File: src/pbcs_pkg.sv
/*
 * Package for the basic control and status register bank of a 10/100
 * Ethernet transceiver: register indices, bit positions and reset values.
 * Assumes a single management clock domain shared by all users.
 */
package pbcs_pkg;

  // ****************************************************************
  // Register space
  // ****************************************************************
  localparam int unsigned ADDR_W  = 5;
  localparam int unsigned DATA_W  = 16;
  localparam logic [4:0]  REG_CTRL = 5'h00; // Basic control index.
  localparam logic [4:0]  REG_STAT = 5'h01; // Basic status index.
  localparam logic [4:0]  REG_STD_LAST = 5'h0f; // Last standard index.

  // ****************************************************************
  // Basic control bit positions
  // ****************************************************************
  localparam int unsigned C_RESET   = 15;
  localparam int unsigned C_LOOP    = 14;
  localparam int unsigned C_SPEED   = 13;
  localparam int unsigned C_ANEN    = 12;
  localparam int unsigned C_PDOWN   = 11;
  localparam int unsigned C_ISO     = 10;
  localparam int unsigned C_RESTART = 9;
  localparam int unsigned C_DUPLEX  = 8;
  localparam int unsigned C_COLTEST = 7;

  // ****************************************************************
  // Basic status bit positions and fixed values
  // ****************************************************************
  localparam int unsigned S_NOPRE  = 6;
  localparam int unsigned S_ANDONE = 5;
  localparam int unsigned S_RFAULT = 4;
  localparam int unsigned S_LINK   = 2;
  localparam int unsigned S_JABBER = 1;
  // Capability bits 15..11, 3 and 0 as fixed read-only values.
  localparam logic [15:0] STAT_CAPS = 16'h7809;

  // ****************************************************************
  // Reset values
  // ****************************************************************
  localparam logic RST_SPEED_NOSTRAP  = 1'b1;
  localparam logic RST_DUPLEX_NOSTRAP = 1'b1;
  localparam logic RST_NOPRE          = 1'b1;

endpackage

File: src/pbcs_rd_if.sv
/*
 * Interface carrying the read strobe of the status register from the
 * register bank to the latching status module, and the status back.
 * Assumes both ends run on the same clock.
 */
`timescale 1ns/100ps
interface pbcs_rd_if;
  logic       stat_rd;   // One-cycle pulse: status register read.
  logic       rfault;    // Latched-high remote fault.
  logic       jabber;    // Latched-high jabber.
  logic       link;      // Latched-low link status.

  modport bank (output stat_rd, input rfault, input jabber, input link);
  modport latch (input stat_rd, output rfault, output jabber, output link);
endinterface

File: src/pbcs_latch.sv
/*
 * Latching status bits: remote fault and jabber latch high, link latches
 * low; each returns to the live level on a status register read.
 * Assumes the condition inputs are synchronous to sys_clk_i.
 */
`timescale 1ns/100ps
module pbcs_latch
  import pbcs_pkg::*;
(
  input  wire logic   sys_clk_i,   // Management clock.
  input  wire logic   rstn_i,      // Asynchronous reset, active low.
  input  wire logic   soft_rst_i,  // Synchronous soft reset pulse.
  input  wire logic   rfault_i,    // Live remote fault condition.
  input  wire logic   jabber_i,    // Live jabber condition.
  input  wire logic   link_i,      // Live link state.
  pbcs_rd_if.latch    rd           // Read strobe and latched bits.
);

  logic rfault_q;
  logic jabber_q;
  logic link_q;

  // Latch high: the event wins over a read in the same cycle.
  always_ff @(posedge sys_clk_i or negedge rstn_i) begin
    if (!rstn_i) begin
      rfault_q <= 1'b0;
      jabber_q <= 1'b0;
    end else if (soft_rst_i) begin
      rfault_q <= 1'b0;
      jabber_q <= 1'b0;
    end else begin
      rfault_q <= rfault_i | (rfault_q & ~rd.stat_rd);
      jabber_q <= jabber_i | (jabber_q & ~rd.stat_rd);
    end
  end

  // Latch low: a loss holds zero until a read, which loads the live state.
  always_ff @(posedge sys_clk_i or negedge rstn_i) begin
    if (!rstn_i) begin
      link_q <= 1'b0;
    end else if (soft_rst_i) begin
      link_q <= 1'b0;
    end else begin
      link_q <= link_i & (link_q | rd.stat_rd);
    end
  end

  assign rd.rfault = rfault_q;
  assign rd.jabber = jabber_q;
  assign rd.link   = link_q;

endmodule

File: src/pbcs_regs.sv
/*
 * Basic control and status registers of a 10/100 Ethernet transceiver in
 * a 32-entry management register space, with strap-loaded defaults.
 * Assumes a management front end that presents one-cycle read and write
 * strobes with a 5-bit register index, synchronous to sys_clk_i.
 */
// Function
// - The space holds 32 entries, 0h-Fh standard and 10h-1Fh vendor.
// - Writing one to control bit 15 resets the block, then self-clears.
// - Loopback needs both control bit 14 and the vendor loopback enable.
// - Speed bit selects 100 or 10 Mbps and is ignored under negotiation.
// - Without a speed strap the speed bit resets to one; it is writable.
// - Negotiation result overrides manual bits; enable resets from strap.
// - From power-down, a first reset write clears it, a second resets.
// - The isolate bit disconnects the transceiver from the MII.
// - Writing one to restart negotiation restarts it, then self-clears.
// - Duplex bit selects full or half; resets to inverse of duplex strap, or to one without a strap.
// - Status reports fixed capabilities, T4 zero and the rest one.
// - The preamble suppression bit is writable and resets to one.
// - The completion bit reads one once negotiation is enabled and has finished.
// - Remote fault and jabber latch high until the status is read.

`timescale 1ns/100ps
module pbcs_regs
  import pbcs_pkg::*;
(
  input  wire logic              sys_clk_i,       // Management clock.
  input  wire logic              rstn_i,          // Async reset, low.
  input  wire logic              wr_i,            // Write strobe.
  input  wire logic              rd_i,            // Read strobe.
  input  wire logic [ADDR_W-1:0] addr_i,          // Register index.
  input  wire logic [DATA_W-1:0] wdata_i,         // Write data.
  output logic      [DATA_W-1:0] rdata_o,         // Read data.
  output logic                   std_hit_o,       // Index is standard.
  input  wire logic              has_strap_i,     // Strapped variant.
  input  wire logic              speed_strap_i,   // Speed strap level.
  input  wire logic              duplex_strap_i,  // Duplex strap level.
  input  wire logic              negotiation_strap_input, // Neg. strap.
  input  wire logic              vendor_loop_i,   // Vendor loop enable.
  input  wire logic              an_done_i,       // Negotiation done.
  input  wire logic              an_speed_i,      // Negotiated 100M.
  input  wire logic              an_duplex_i,     // Negotiated full.
  input  wire logic              rfault_i,        // Remote fault.
  input  wire logic              jabber_i,        // Jabber condition.
  input  wire logic              link_i,          // Live link state.
  output logic                   soft_rst_o,      // Soft reset pulse.
  output logic                   an_restart_o,    // Restart pulse.
  output logic                   loopback_o,      // Local loopback on.
  output logic                   speed100_o,      // Effective 100M.
  output logic                   full_duplex_o,   // Effective full.
  output logic                   an_enable_o,     // Negotiation on.
  output logic                   power_down_o,    // Power-down mode.
  output logic                   isolate_o,       // MII isolated.
  output logic                   col_test_o       // Collision test on.
);

  // ****************************************************************
  // Decode and strobes
  // ****************************************************************
  logic wr_ctrl;
  logic rst_req;
  logic soft_rst_q;
  logic straps_ok_q;

  // Index decode for the control register; standard range flag.
  assign wr_ctrl   = wr_i && (addr_i == REG_CTRL);
  assign std_hit_o = (addr_i <= REG_STD_LAST);
  assign rst_req   = wr_ctrl && wdata_i[C_RESET];

  pbcs_rd_if rdl ();
  assign rdl.stat_rd = rd_i && (addr_i == REG_STAT);

  pbcs_latch pbcs_latch_i (
    .sys_clk_i  (sys_clk_i),
    .rstn_i     (rstn_i),
    .soft_rst_i (soft_rst_q),
    .rfault_i   (rfault_i),
    .jabber_i   (jabber_i),
    .link_i     (link_i),
    .rd         (rdl.latch)
  );

  // ****************************************************************
  // Control register
  // ****************************************************************
  logic loop_q;
  logic speed_q;
  logic anen_q;
  logic pdown_q;
  logic iso_q;
  logic restart_q;
  logic duplex_q;
  logic coltest_q;
  logic nopre_q;

  // Soft reset pulse; a reset write while powered down only wakes.
  always_ff @(posedge sys_clk_i or negedge rstn_i) begin
    if (!rstn_i) begin
      soft_rst_q <= 1'b0;
    end else begin
      soft_rst_q <= rst_req && !pdown_q;
    end
  end

  // Straps are caught one cycle after the reset release or a soft reset.
  always_ff @(posedge sys_clk_i or negedge rstn_i) begin
    if (!rstn_i) begin
      straps_ok_q <= 1'b0;
    end else begin
      straps_ok_q <= !soft_rst_q;
    end
  end

  // Strap-dependent fields: loaded after reset, then writable.
  always_ff @(posedge sys_clk_i or negedge rstn_i) begin
    if (!rstn_i) begin
      speed_q  <= RST_SPEED_NOSTRAP;
      duplex_q <= RST_DUPLEX_NOSTRAP;
      anen_q   <= 1'b0;
    end else if (!straps_ok_q) begin
      speed_q  <= has_strap_i ? speed_strap_i : RST_SPEED_NOSTRAP;
      duplex_q <= has_strap_i ? ~duplex_strap_i
                              : RST_DUPLEX_NOSTRAP;
      anen_q   <= negotiation_strap_input;
    end else if (wr_ctrl && !rst_req) begin
      speed_q  <= wdata_i[C_SPEED];
      duplex_q <= wdata_i[C_DUPLEX];
      anen_q   <= wdata_i[C_ANEN];
    end
  end

  // Plain fields; a reset write wakes from power-down or resets them.
  always_ff @(posedge sys_clk_i or negedge rstn_i) begin
    if (!rstn_i) begin
      loop_q    <= 1'b0;
      pdown_q   <= 1'b0;
      iso_q     <= 1'b0;
      coltest_q <= 1'b0;
      nopre_q   <= RST_NOPRE;
    end else if (soft_rst_q) begin
      loop_q    <= 1'b0;
      pdown_q   <= 1'b0;
      iso_q     <= 1'b0;
      coltest_q <= 1'b0;
      nopre_q   <= RST_NOPRE;
    end else if (rst_req) begin
      pdown_q   <= 1'b0;
    end else if (wr_ctrl) begin
      loop_q    <= wdata_i[C_LOOP];
      pdown_q   <= wdata_i[C_PDOWN];
      iso_q     <= wdata_i[C_ISO];
      coltest_q <= wdata_i[C_COLTEST];
    end else if (wr_i && addr_i == REG_STAT) begin
      nopre_q   <= wdata_i[S_NOPRE];
    end
  end

  // Restart negotiation is a one-cycle pulse that reads back as zero.
  always_ff @(posedge sys_clk_i or negedge rstn_i) begin
    if (!rstn_i) begin
      restart_q <= 1'b0;
    end else begin
      restart_q <= wr_ctrl && !rst_req && wdata_i[C_RESTART];
    end
  end

  // ****************************************************************
  // Effective mode outputs
  // ****************************************************************
  assign soft_rst_o    = soft_rst_q;
  assign an_restart_o  = restart_q;
  assign loopback_o    = loop_q && vendor_loop_i;
  assign speed100_o    = anen_q ? an_speed_i : speed_q;
  assign full_duplex_o = anen_q ? an_duplex_i : duplex_q;
  assign an_enable_o   = anen_q;
  assign power_down_o  = pdown_q;
  assign isolate_o     = iso_q;
  assign col_test_o    = coltest_q;

  // ****************************************************************
  // Read data
  // ****************************************************************
  logic [DATA_W-1:0] ctrl_v;
  logic [DATA_W-1:0] stat_v;

  // Assemble both registers; unlisted control bits stay zero, unlisted status bits come from STAT_CAPS.
  always_comb begin
    ctrl_v            = '0;
    ctrl_v[C_LOOP]    = loop_q;
    ctrl_v[C_SPEED]   = speed_q;
    ctrl_v[C_ANEN]    = anen_q;
    ctrl_v[C_PDOWN]   = pdown_q;
    ctrl_v[C_ISO]     = iso_q;
    ctrl_v[C_DUPLEX]  = duplex_q;
    ctrl_v[C_COLTEST] = coltest_q;
    stat_v            = STAT_CAPS;
    stat_v[S_NOPRE]   = nopre_q;
    stat_v[S_ANDONE]  = an_done_i && anen_q;
    stat_v[S_RFAULT]  = rdl.rfault;
    stat_v[S_LINK]    = rdl.link;
    stat_v[S_JABBER]  = rdl.jabber;
  end

  // Registered read data, sampled on the read strobe.
  always_ff @(posedge sys_clk_i or negedge rstn_i) begin
    if (!rstn_i) begin
      rdata_o <= '0;
    end else if (rd_i) begin
      unique case (addr_i)
        REG_CTRL: rdata_o <= ctrl_v;
        REG_STAT: rdata_o <= stat_v;
        default:  rdata_o <= '0;
      endcase
    end
  end

endmodule

File: config.mk
export PLATFORM = sky130hd
export DESIGN_NAME = pbcs_regs
export DESIGN_NICKNAME = d
export VERILOG_FILES = /design/src/pbcs_pkg.sv /design/src/pbcs_rd_if.sv /design/src/pbcs_latch.sv /design/src/pbcs_regs.sv
export SDC_FILE = /design/constraint.sdc
export NUM_CORES = 1
export LEC_CHECK = 0
export BUFFER_PORTS_ARGS = -buffer_cell sky130_fd_sc_hd__buf_2
export CORE_AREA = 3 3 74 76
export DETAILED_ROUTE_END_ITERATION = 10
export DIE_AREA = 0 0 77 79
export PLACE_DENSITY = 0.56
export SYNTH_ARGS = -nofsm -noshare
export SYNTH_HDL_FRONTEND = slang
export SYNTH_HIERARCHICAL = 1
export SYNTH_SLANG_ARGS = --single-unit
File: constraint.sdc
create_clock -name sys_clk_i -period 0.8 [get_ports sys_clk_i]
set_input_delay 0.08 -clock sys_clk_i [delete_from_list [all_inputs] [get_ports sys_clk_i]]
set_output_delay 0.08 -clock sys_clk_i [all_outputs]
set_load 0.02 [all_outputs]
==> impl_metrics.csv, run 1 <==
group,metric,value,unit
yosys,synthArstFlopShare,1.00,
yosys,synth_largest_area_cell,"dfrtp_1",
setup_path,critical_path_class,"flop to primary output",
setup_path,cp-end-kind,"primary output",
floorplan,rows,25,
global_routing,grt-busiest-layer,"met2",
timing,finalCritPeriodShare,1.55,
global_routing,first_global_vias,1210,
detailed_routing,wire_per_inst,13.7,microns
yosys,seq_area_frac_synth,0.563,
final_layout,drive_gt1_frac,0.657,
timing,rsz0062_at_grt,"true",
hold_path,worstHoldEndpoint,"an_restart_o$_DFF_PN0_",
yosys,synthFlopType,"dfrtp_1",
detailed_routing,wl,3.67,mm
global_routing,met2_usage,0.201,
placed_design,place_area,0.00164,sq mm
run,drv_cap,0,
clock_tree,cts_tree,"built",
detailed_routing,vias,1183,
clock_tree,htree_levels,1,
placed_design,gp_congestion,0.718,
floorplan,die_y,79,microns
setup_path,required,0.72,ns
hold_path,holdPathStages,2,
setup_path,cp_max_fo,3,
global_routing,grt_max_degree,20,
timing,slew_viol_final,0,
yosys,synthSimpleGateAreaFrac,0.146,
final_layout,largest_register_ffs,13,
yosys,synth_top_family_by_area,"compound AO/OA/AOI/OAI gates",
timing,setup_tns,-5.05,ns
global_routing,grt_usage,0.113,
yosys,synth_compound_area_frac,0.200,
yosys,synthAdderAreaFrac,0,
final_layout,fin_area,0.00225,sq mm
floorplan,die_area,0.00608,sq mm
yosys,synthCells,110,
timing,fmax,805,MHz
power,cellLeakagePower,1.07,nW
placed_design,dp_slack,-0.371,ns
hold_path,hp-class,"primary input to flop",
clock_tree,cts.path.max_buffers,2,
run_status,outcome,"complete, but fails checks",
power,peakVddDrop,711,uV
clock_tree,worstSkewPairLatency,0.27,ns
final_layout,layout.nets,238,
yosys,synth_xor_area_frac,0,
yosys,synth.area.mux_share,0.0187,
hold_path,min_from,"wdata_i[9]",
timing,fin_skew,0.00347,ns
placed_design,io_buffers,53,
floorplan,core,0.00479,sq mm
final_layout,synthToLayoutAreaGrowth,86.4,%
detailed_routing,post-route-drc-count,0,
clock_tree,clk_pin_slew,0.09,ns
final_layout,largest_register,"rdata_o",
setup_path,worst-r2r-cell-count,3,
yosys,synthTopCellsByArea,"dfrtp_1 (50%), dfstp_2 (6.5%), o21ai_0 (4.6%)",
setup_path,critPathArrivalTime,1.16,ns
yosys,synth.most_common_cell,"dfrtp_1",
yosys,yosysWarnings,6,
yosys,synth_edf_count,0,
setup_path,r2r_slack,-0.26,ns
detailed_routing,ant_nets,0,
clock_tree,numCtsBuffers,3,
detailed_routing,firstDrtPassIters,4,
global_routing,grt_overflow,0,
yosys,avgSynthCellArea,11.0,sq um
floorplan,ios,62,
yosys,ys_top_cells_by_count,"dfrtp_1 (24), o21ai_0 (11), inv_1 (9)",
global_routing,grtUsageMet3,0.0193,
global_routing,grt_pass1_wl,5.55,mm
timing,hold_viol_final,0,
clock_tree,clock_sinks,27,
timing,finalSetupViolCount,45,
global_routing,use_met1,0.143,
floorplan,dieWidth,77,microns
floorplan,start_util,0.252,
yosys,synth_cell_types,34,
run_status,violations,"negative setup slack",
yosys,yosysTopAreaCellShare,0.497,
global_routing,antenna_found_initial,0,
yosys,ys_ff_latch,27,
setup_path,rr_endpoint,"rdata_o[5]$_DFFE_PN0P_",
timing,layout_min_cycle_time,1.24,ns
placed_design,dp_hpwl,2.47,mm
timing,final.setup.worst_slack,-0.443,ns
setup_path,crit-reg2reg-launch,"an_enable_o$_DFFE_PN0P_",
setup_path,start_kind,"flop",
final_layout,diodes,0,
detailed_routing,vias_per_cell,4.41,
clock_tree,root_buffer,"clkbuf_8",
detailed_routing,dr.first_iter.drc_count,34,
power,power.density_cell_area,1460,mW/mm^2
yosys,syn_area,0.00121,sq mm
## critical path, cell delays in order, from the launching register on
cell and delay, ns:
dfrtp_2 0.45, mux2_4 0.31, buf_6 0.13
## placed cells by master (no fill, tap or decap), drive strengths merged, types with 2 or more instances in the layout
| cell type | count |
|---|---|
| nand2b | 3 |
| a21oi | 8 |
| and3 | 2 |
| clkbuf | 3 |
| mux2 | 2 |
| nand3 | 4 |
| o2bb2ai | 3 |
| conb | 2 |
| inv | 9 |
| dfstp | 3 |
| buf | 90 |
| nor2 | 2 |
| dfrtp | 24 |
| a31oi | 3 |
| o21ai | 11 |
| a22o | 4 |
| clkinv | 2 |
| nand2 | 4 |
| dlygate4sd3 | 3 |
| o211ai | 4 |
| nor3b | 3 |
## layer usage
layer	wire length, microns	up-vias
met5	0	-
li1	-	582
met3	169	6
met2	1920	35
met4	50	0
met1	1530	560
## what timing repair did
item                                   CTS  global route
setup buffers                           15            10
cloned                                   1             1
resized for setup                       61            36
endpoints found under the hold margin   25             0
hold buffers                             3             0
pin swaps                                9            16
setup endpoints to repair               40            47
## power by group
part	leakage (nW)	total, mW	switching, mW	internal (mW)
Clock	0.0255	0.780	0.431	0.349
Sequential	0.343	1.58	0.0961	1.49
Combinational	0.697	0.928	0.417	0.512
## per-stage QoR
step	util	power (mW)	hold slack, ns	std cells
global placement	0.343	2.21	-0.0503	235
CTS	0.425	3.19	0.0308	258
floorplan	-	1.91	-0.216	111
global route	0.470	3.45	0.0233	268
finish	0.470	3.29	0.0369	268
detailed placement	0.343	2.22	-0.0504	235
## layout make-up
class / instances / area, sq um
repair buffers: 93 / 802
well taps: 67 / 83.8
multi-input cells: 67 / 599
clock buffers: 3 / 41.3
clock inverters: 1 / 5.00
flip-flops and latches: 27 / 682
fillers: 430 / 2530
inverters: 10 / 37.5
## cell families (layout without fill, tap and decap cells)
logic type	count (synthesis)	in the layout
multiplexers	2	2
AO/OA/AOI/OAI	37	37
other	1	2
AND/OR/NAND/NOR	26	26
flip-flops	27	27
buffers and inverters	17	107
## worst max path at each step
stage | start | end | depth (start not counted)
2_1_floorplan | addr_i[1] | pbcs_latch_i/rd.jabber$_DFF_PN0_ | 5
3_3_place_gp | addr_i[1] | duplex_q$_DFFE_PN1P_ | 5
3_5_place_dp | addr_i[4] | col_test_o$_DFFE_PN0P_ | 4
4_1_cts | an_enable_o$_DFFE_PN0P_ | speed100_o | 2
5_1_grt | an_enable_o$_DFFE_PN0P_ | speed100_o | 2
6_report | an_enable_o$_DFFE_PN0P_ | speed100_o | 2
(Power assumes the default switching activity.)
==> run 2, diff against run 1 <==
==> constraint.sdc (replaced) <==
create_clock -name sys_clk_i -period 1.1 [get_ports sys_clk_i]
set_input_delay 0.11 -clock sys_clk_i [delete_from_list [all_inputs] [get_ports sys_clk_i]]
set_output_delay 0.11 -clock sys_clk_i [all_outputs]
set_load 0.02 [all_outputs]
==> impl_metrics.csv, run 2 (synthesis results as in run 1) <==
group,metric,value,unit
run_status,outcome,"complete, but fails checks",
run_status,violations,"negative setup slack",
power,cellLeakagePower,0.840,nW
final_layout,drive_gt1_frac,0.441,
detailed_routing,wl,3.04,mm
power,switching_share,0.276,
setup_path,crit_chain,"mux2_4 -> buf_6",
timing,setup_tns,-0.328,ns
clock_tree,cts_tree,"built",
clock_tree,numCtsBuffers,3,
power,power_frac_clock,0.255,
floorplan,dieWidth,77,microns
global_routing,grt_pass1_wl,5.06,mm
hold_path,hp-class,"primary input to flop",
detailed_routing,post-route-drc-count,0,
setup_path,cp_max_fo,3,
timing,final.setup.worst_slack,-0.159,ns
floorplan,ios,62,
clock_tree,worstSkewPairLatency,0.27,ns
setup_path,critical_path_class,"flop to primary output",
clock_tree,cts.path.max_buffers,2,
timing,fin_skew,0.00391,ns
clock_tree,clock_sinks,27,
timing,layout_min_cycle_time,1.26,ns
floorplan,die_area,0.00608,sq mm
setup_path,required,0.99,ns
timing,slew_viol_final,0,
final_layout,layout.nets,207,
power,p_comb_frac,0.216,
setup_path,max_stage_delay,0.43,ns
detailed_routing,dr.first_iter.drc_count,41,
final_layout,layout_commonest_cell,"buf_2",
detailed_routing,vias,1043,
power,power.density_cell_area,1290,mW/mm^2
timing,hold_viol_final,0,
power,power_frac_seq,0.529,
run,drv_cap,0,
timing,rsz0062_at_grt,"true",
detailed_routing,ant_nets,0,
detailed_routing,vias_per_cell,4.40,
final_layout,diodes,0,
placed_design,dp_hpwl,2.42,mm
clock_tree,root_buffer,"clkbuf_8",
timing,fmax,794,MHz
setup_path,path_buf_inv,1,
global_routing,antenna_found_initial,0,
placed_design,gp_congestion,0.805,
power,intPower,1.56,mW
setup_path,start_kind,"flop",
setup_path,cp-end-kind,"primary output",
global_routing,grt_usage,0.104,
floorplan,die_y,79,microns
power,peakVddDrop,376,uV
placed_design,io_buffers,53,
clock_tree,clk_pin_slew,0.09,ns
placed_design,place_inst,231,
global_routing,grt_max_degree,28,
detailed_routing,wire_per_inst,12.8,microns
setup_path,critPathSlowestCell,"dfrtp_1",
final_layout,mostFrequentLayoutCells,"buf_2 (50), dfrtp_1 (23), o21ai_0 (11)",
power,switchingPower,0.594,mW
detailed_routing,firstDrtPassIters,6,
final_layout,postLayoutCoreUtil,0.348,
setup_path,critPathArrivalTime,1.15,ns
clock_tree,htree_levels,1,
final_layout,largest_register,"rdata_o",
global_routing,first_global_vias,1038,
timing,finalSetupViolCount,3,
final_layout,fin_cells,237,
floorplan,rows,25,
floorplan,core,0.00479,sq mm
final_layout,fillers,503,
floorplan,start_util,0.252,
setup_path,crit_family,"flip-flops",
timing,finalCritPeriodShare,1.14,
final_layout,largest_register_ffs,13,
global_routing,grt_overflow,0,
final_layout,synthToLayoutAreaGrowth,38.0,%
## run 2: path summary, 6_finish.rpt
check,startpoint,to,slack [ns],cells after the start
worst max-delay path,an_enable_o$_DFFE_PN0P_,full_duplex_o,-0.16,2
worst min-delay path,has_strap_i,duplex_q$_DFFE_PN1P_,0.02,2
worst max register to register,an_enable_o$_DFFE_PN0P_,rdata_o[12]$_DFFE_PN0P_,0.12,3
worst min register to register,rdata_o[10]$_DFFE_PN0P_,rdata_o[10]$_DFFE_PN0P_,0.50,1
max in group asynchronous,rstn_i,speed_q$_DFFE_PN1P_,0.45,3
min in group asynchronous,rstn_i,rdata_o[8]$_DFFE_PN0P_,0.35,3
## run 2: through the flow
step / setup slack, ns / power, mW / instance area (sq um) / hold slack (ns)
after floorplan: -0.00320 / 1.36 / 1220 / -0.186
after global placement: -0.193 / 1.56 / 1570 / 0.124
after detailed placement: -0.213 / 1.56 / 1570 / 0.125
after CTS: -0.175 / 2.18 / 1660 / 0.00953
after global routing: -0.201 / 2.27 / 1670 / 0.0375
final: -0.159 / 2.15 / 1670 / 0.0206
## run 2: power groups by stage
stage | clock [mW] | combinational, mW | sequential, mW
global placement | 0 | 0.401 | 1.16
finish | 0.548 | 0.465 | 1.14
CTS | 0.575 | 0.468 | 1.14
global route | 0.609 | 0.511 | 1.15
detailed placement | 0 | 0.405 | 1.16
floorplan | 0 | 0.181 | 1.18
## run 2: timing repair
action | CTS | global route
hold buffers | 2 | 0
endpoints found under the hold margin | 25 | 0
gates resized for setup | 9 | 1
setup buffers | 1 | 0
endpoints found under the setup margin | 5 | 7
## run 2: routing by layer
metal | wire [microns] | GRT usage | vias to the layer above
li1 | - | - | 514
met1 | 1300 | 0.136 | 494
met2 | 1530 | 0.174 | 33
met3 | 172 | 0.0136 | 2
met4 | 29 | 0.0427 | 0
met5 | 0 | 0 | -
## run 2: layout make-up
type,instances,area (sq um),share of cell area
tap,67,83.8,0.0503
clock buffer,3,41.3,0.0248
sequential,27,681,0.408
inverter,10,37.5,0.0225
clock inverter,1,5.00,0.00300
multi-input combinational,67,462,0.277
timing repair buffer,62,357,0.214
==> run 3, diff against run 2 <==
--- a/config.mk
+++ b/config.mk
@@ -7,6 +7,7 @@
 export LEC_CHECK = 0
 export BUFFER_PORTS_ARGS = -buffer_cell sky130_fd_sc_hd__buf_2
 export CORE_AREA = 3 3 74 76
+export CTS_BUF_LIST = sky130_fd_sc_hd__clkbuf_4
 export DETAILED_ROUTE_END_ITERATION = 10
 export DIE_AREA = 0 0 77 79
 export PLACE_DENSITY = 0.56
==> impl_metrics.csv, run 3 (synthesis results as in run 1) <==
group,metric,value,unit
placed_design,dp_hpwl,2.42,mm
placed_design,place_area,0.00157,sq mm
placed_design,io_buffers,53,
power,peakVddDrop,380,uV
power,power_frac_seq,0.558,
run,drv_cap,0,
power,p_comb_frac,0.238,
detailed_routing,wl,3.08,mm
final_layout,diodes,0,
setup_path,start_kind,"flop",
final_layout,synthToLayoutAreaGrowth,41.6,%
timing,fmax,750,MHz
clock_tree,numCtsBuffers,3,
timing,whs,0.0204,ns
global_routing,grt_overflow,0,
final_layout,drive_gt1_frac,0.429,
timing,slew_viol_final,0,
timing,fin_skew,0.00967,ns
detailed_routing,post-route-drc-count,0,
detailed_routing,firstDrtPassIters,4,
setup_path,critPathSlowestCell,"dfrtp_1",
timing,hold_viol_final,0,
hold_path,min_from,"wdata_i[14]",
final_layout,layout.nets,214,
power,power_frac_clock,0.204,
timing,rsz0062_at_grt,"true",
setup_path,critical_path_class,"flop to primary output",
power,switchingPower,0.583,mW
detailed_routing,ant_nets,0,
setup_path,crit_chain,"mux2_4 -> buf_6",
power,switching_share,0.286,
floorplan,dieWidth,77,microns
detailed_routing,vias,1066,
global_routing,first_global_vias,1063,
setup_path,r2r_slack,0.12,ns
setup_path,cp-end-kind,"primary output",
setup_path,crit-reg2reg-launch,"an_enable_o$_DFFE_PN0P_",
setup_path,cp_max_fo,3,
clock_tree,htree_levels,1,
setup_path,critPathArrivalTime,1.22,ns
global_routing,grt_max_degree,28,
global_routing,antenna_found_initial,0,
power,power.total,2.04,mW
detailed_routing,dr.first_iter.drc_count,44,
floorplan,core,0.00479,sq mm
setup_path,worst-r2r-cell-count,3,
floorplan,ios,62,
hold_path,worstHoldEndpoint,"loop_q$_DFFE_PN0P_",
timing,layout_min_cycle_time,1.33,ns
final_layout,multi_input_area,458,sq um
final_layout,largest_register_ffs,13,
clock_tree,worstSkewPairLatency,0.32,ns
global_routing,grt_usage,0.107,
run_status,outcome,"complete, but fails checks",
final_layout,fin_area,0.00171,sq mm
timing,final.setup.worst_slack,-0.234,ns
detailed_routing,wire_per_inst,12.6,microns
final_layout,largest_register,"rdata_o",
clock_tree,root_buffer,"clkbuf_4",
final_layout,mostFrequentLayoutCells,"buf_2 (50), dfrtp_1 (23), o21ai_0 (11)",
global_routing,grt_pass1_wl,5.18,mm
timing,finalSetupViolCount,4,
floorplan,start_util,0.252,
setup_path,required,0.99,ns
clock_tree,cts.path.max_buffers,2,
final_layout,layout_commonest_cell,"buf_2",
floorplan,die_y,79,microns
timing,finalCritPeriodShare,1.21,
final_layout,register_area,681,sq um
clock_tree,cts_tree,"built",
run_status,violations,"negative setup slack",
clock_tree,clk_pin_slew,0.14,ns
power,cellLeakagePower,0.863,nW
hold_path,holdPathStages,3,
setup_path,max_stage_delay,0.45,ns
hold_path,hp-class,"primary input to flop",
setup_path,rr_endpoint,"rdata_o[12]$_DFFE_PN0P_",
detailed_routing,vias_per_cell,4.37,
floorplan,die_area,0.00608,sq mm
final_layout,fillers,492,
placed_design,gp_congestion,0.805,
power,intPower,1.46,mW
floorplan,rows,25,
clock_tree,clock_sinks,27,
power,power.density_cell_area,1190,mW/mm^2
-- run 3: what timing repair did --
item,in CTS,in global routing
pin swaps,0,0
setup endpoints to repair,5,5
setup buffers,2,1
gates resized for setup,9,0
hold buffers,7,0
endpoints found under the hold margin,29,0
-- run 3: layer usage --
layer	wire length [microns]	global-route usage
met5	0	0
met4	57	0.0480
met3	151	0.0136
met2	1560	0.181
met1	1320	0.137
-- run 3: worst max-delay path by stage --
stage	startpoint	slack, ns	cells past startpoint	endpoint
floorplan	addr_i[1]	-0.003	5	pbcs_latch_i/rd.jabber$_DFF_PN0_
global placement	addr_i[1]	-0.19	4	isolate_o$_DFFE_PN0P_
detailed placement	addr_i[1]	-0.21	4	col_test_o$_DFFE_PN0P_
CTS	an_enable_o$_DFFE_PN0P_	-0.26	2	full_duplex_o
global route	an_enable_o$_DFFE_PN0P_	-0.29	2	full_duplex_o
finish	an_enable_o$_DFFE_PN0P_	-0.23	2	full_duplex_o
-- run 3: stage by stage --
stage                      util  TNS [ns]  setup WS, ns  cells
final                     0.357    -0.626        -0.234    244
after floorplan               -  -0.00640      -0.00320    111
after global routing      0.357    -0.821        -0.287    244
after global placement    0.328     -1.86        -0.193    231
after CTS                 0.356    -0.719        -0.259    243
after detailed placement  0.328     -2.27        -0.213    231
-- run 3: power by group through the flow --
stage	Combinational, mW	Clock (mW)	Sequential, mW
final	0.485	0.417	1.14
after global routing	0.533	0.479	1.15
after CTS	0.483	0.449	1.14
after detailed placement	0.405	0	1.16
after global placement	0.401	0	1.16
after floorplan	0.181	0	1.18
-- run 3: final cells by class --
type,count,area share
Multi-Input combinational cell,67,0.268
Clock inverter,1,0.00293
Sequential cell,27,0.398
Tap cell,67,0.0490
Timing Repair Buffer,69,0.247
Inverter,10,0.0220
Clock buffer,3,0.0132
-- run 3: critical path: cells and delay by family, from the launching register on --
family,cells,cell delay [ns]
muxes,1,0.32
DFF,1,0.45
buffers and inverters,1,0.13
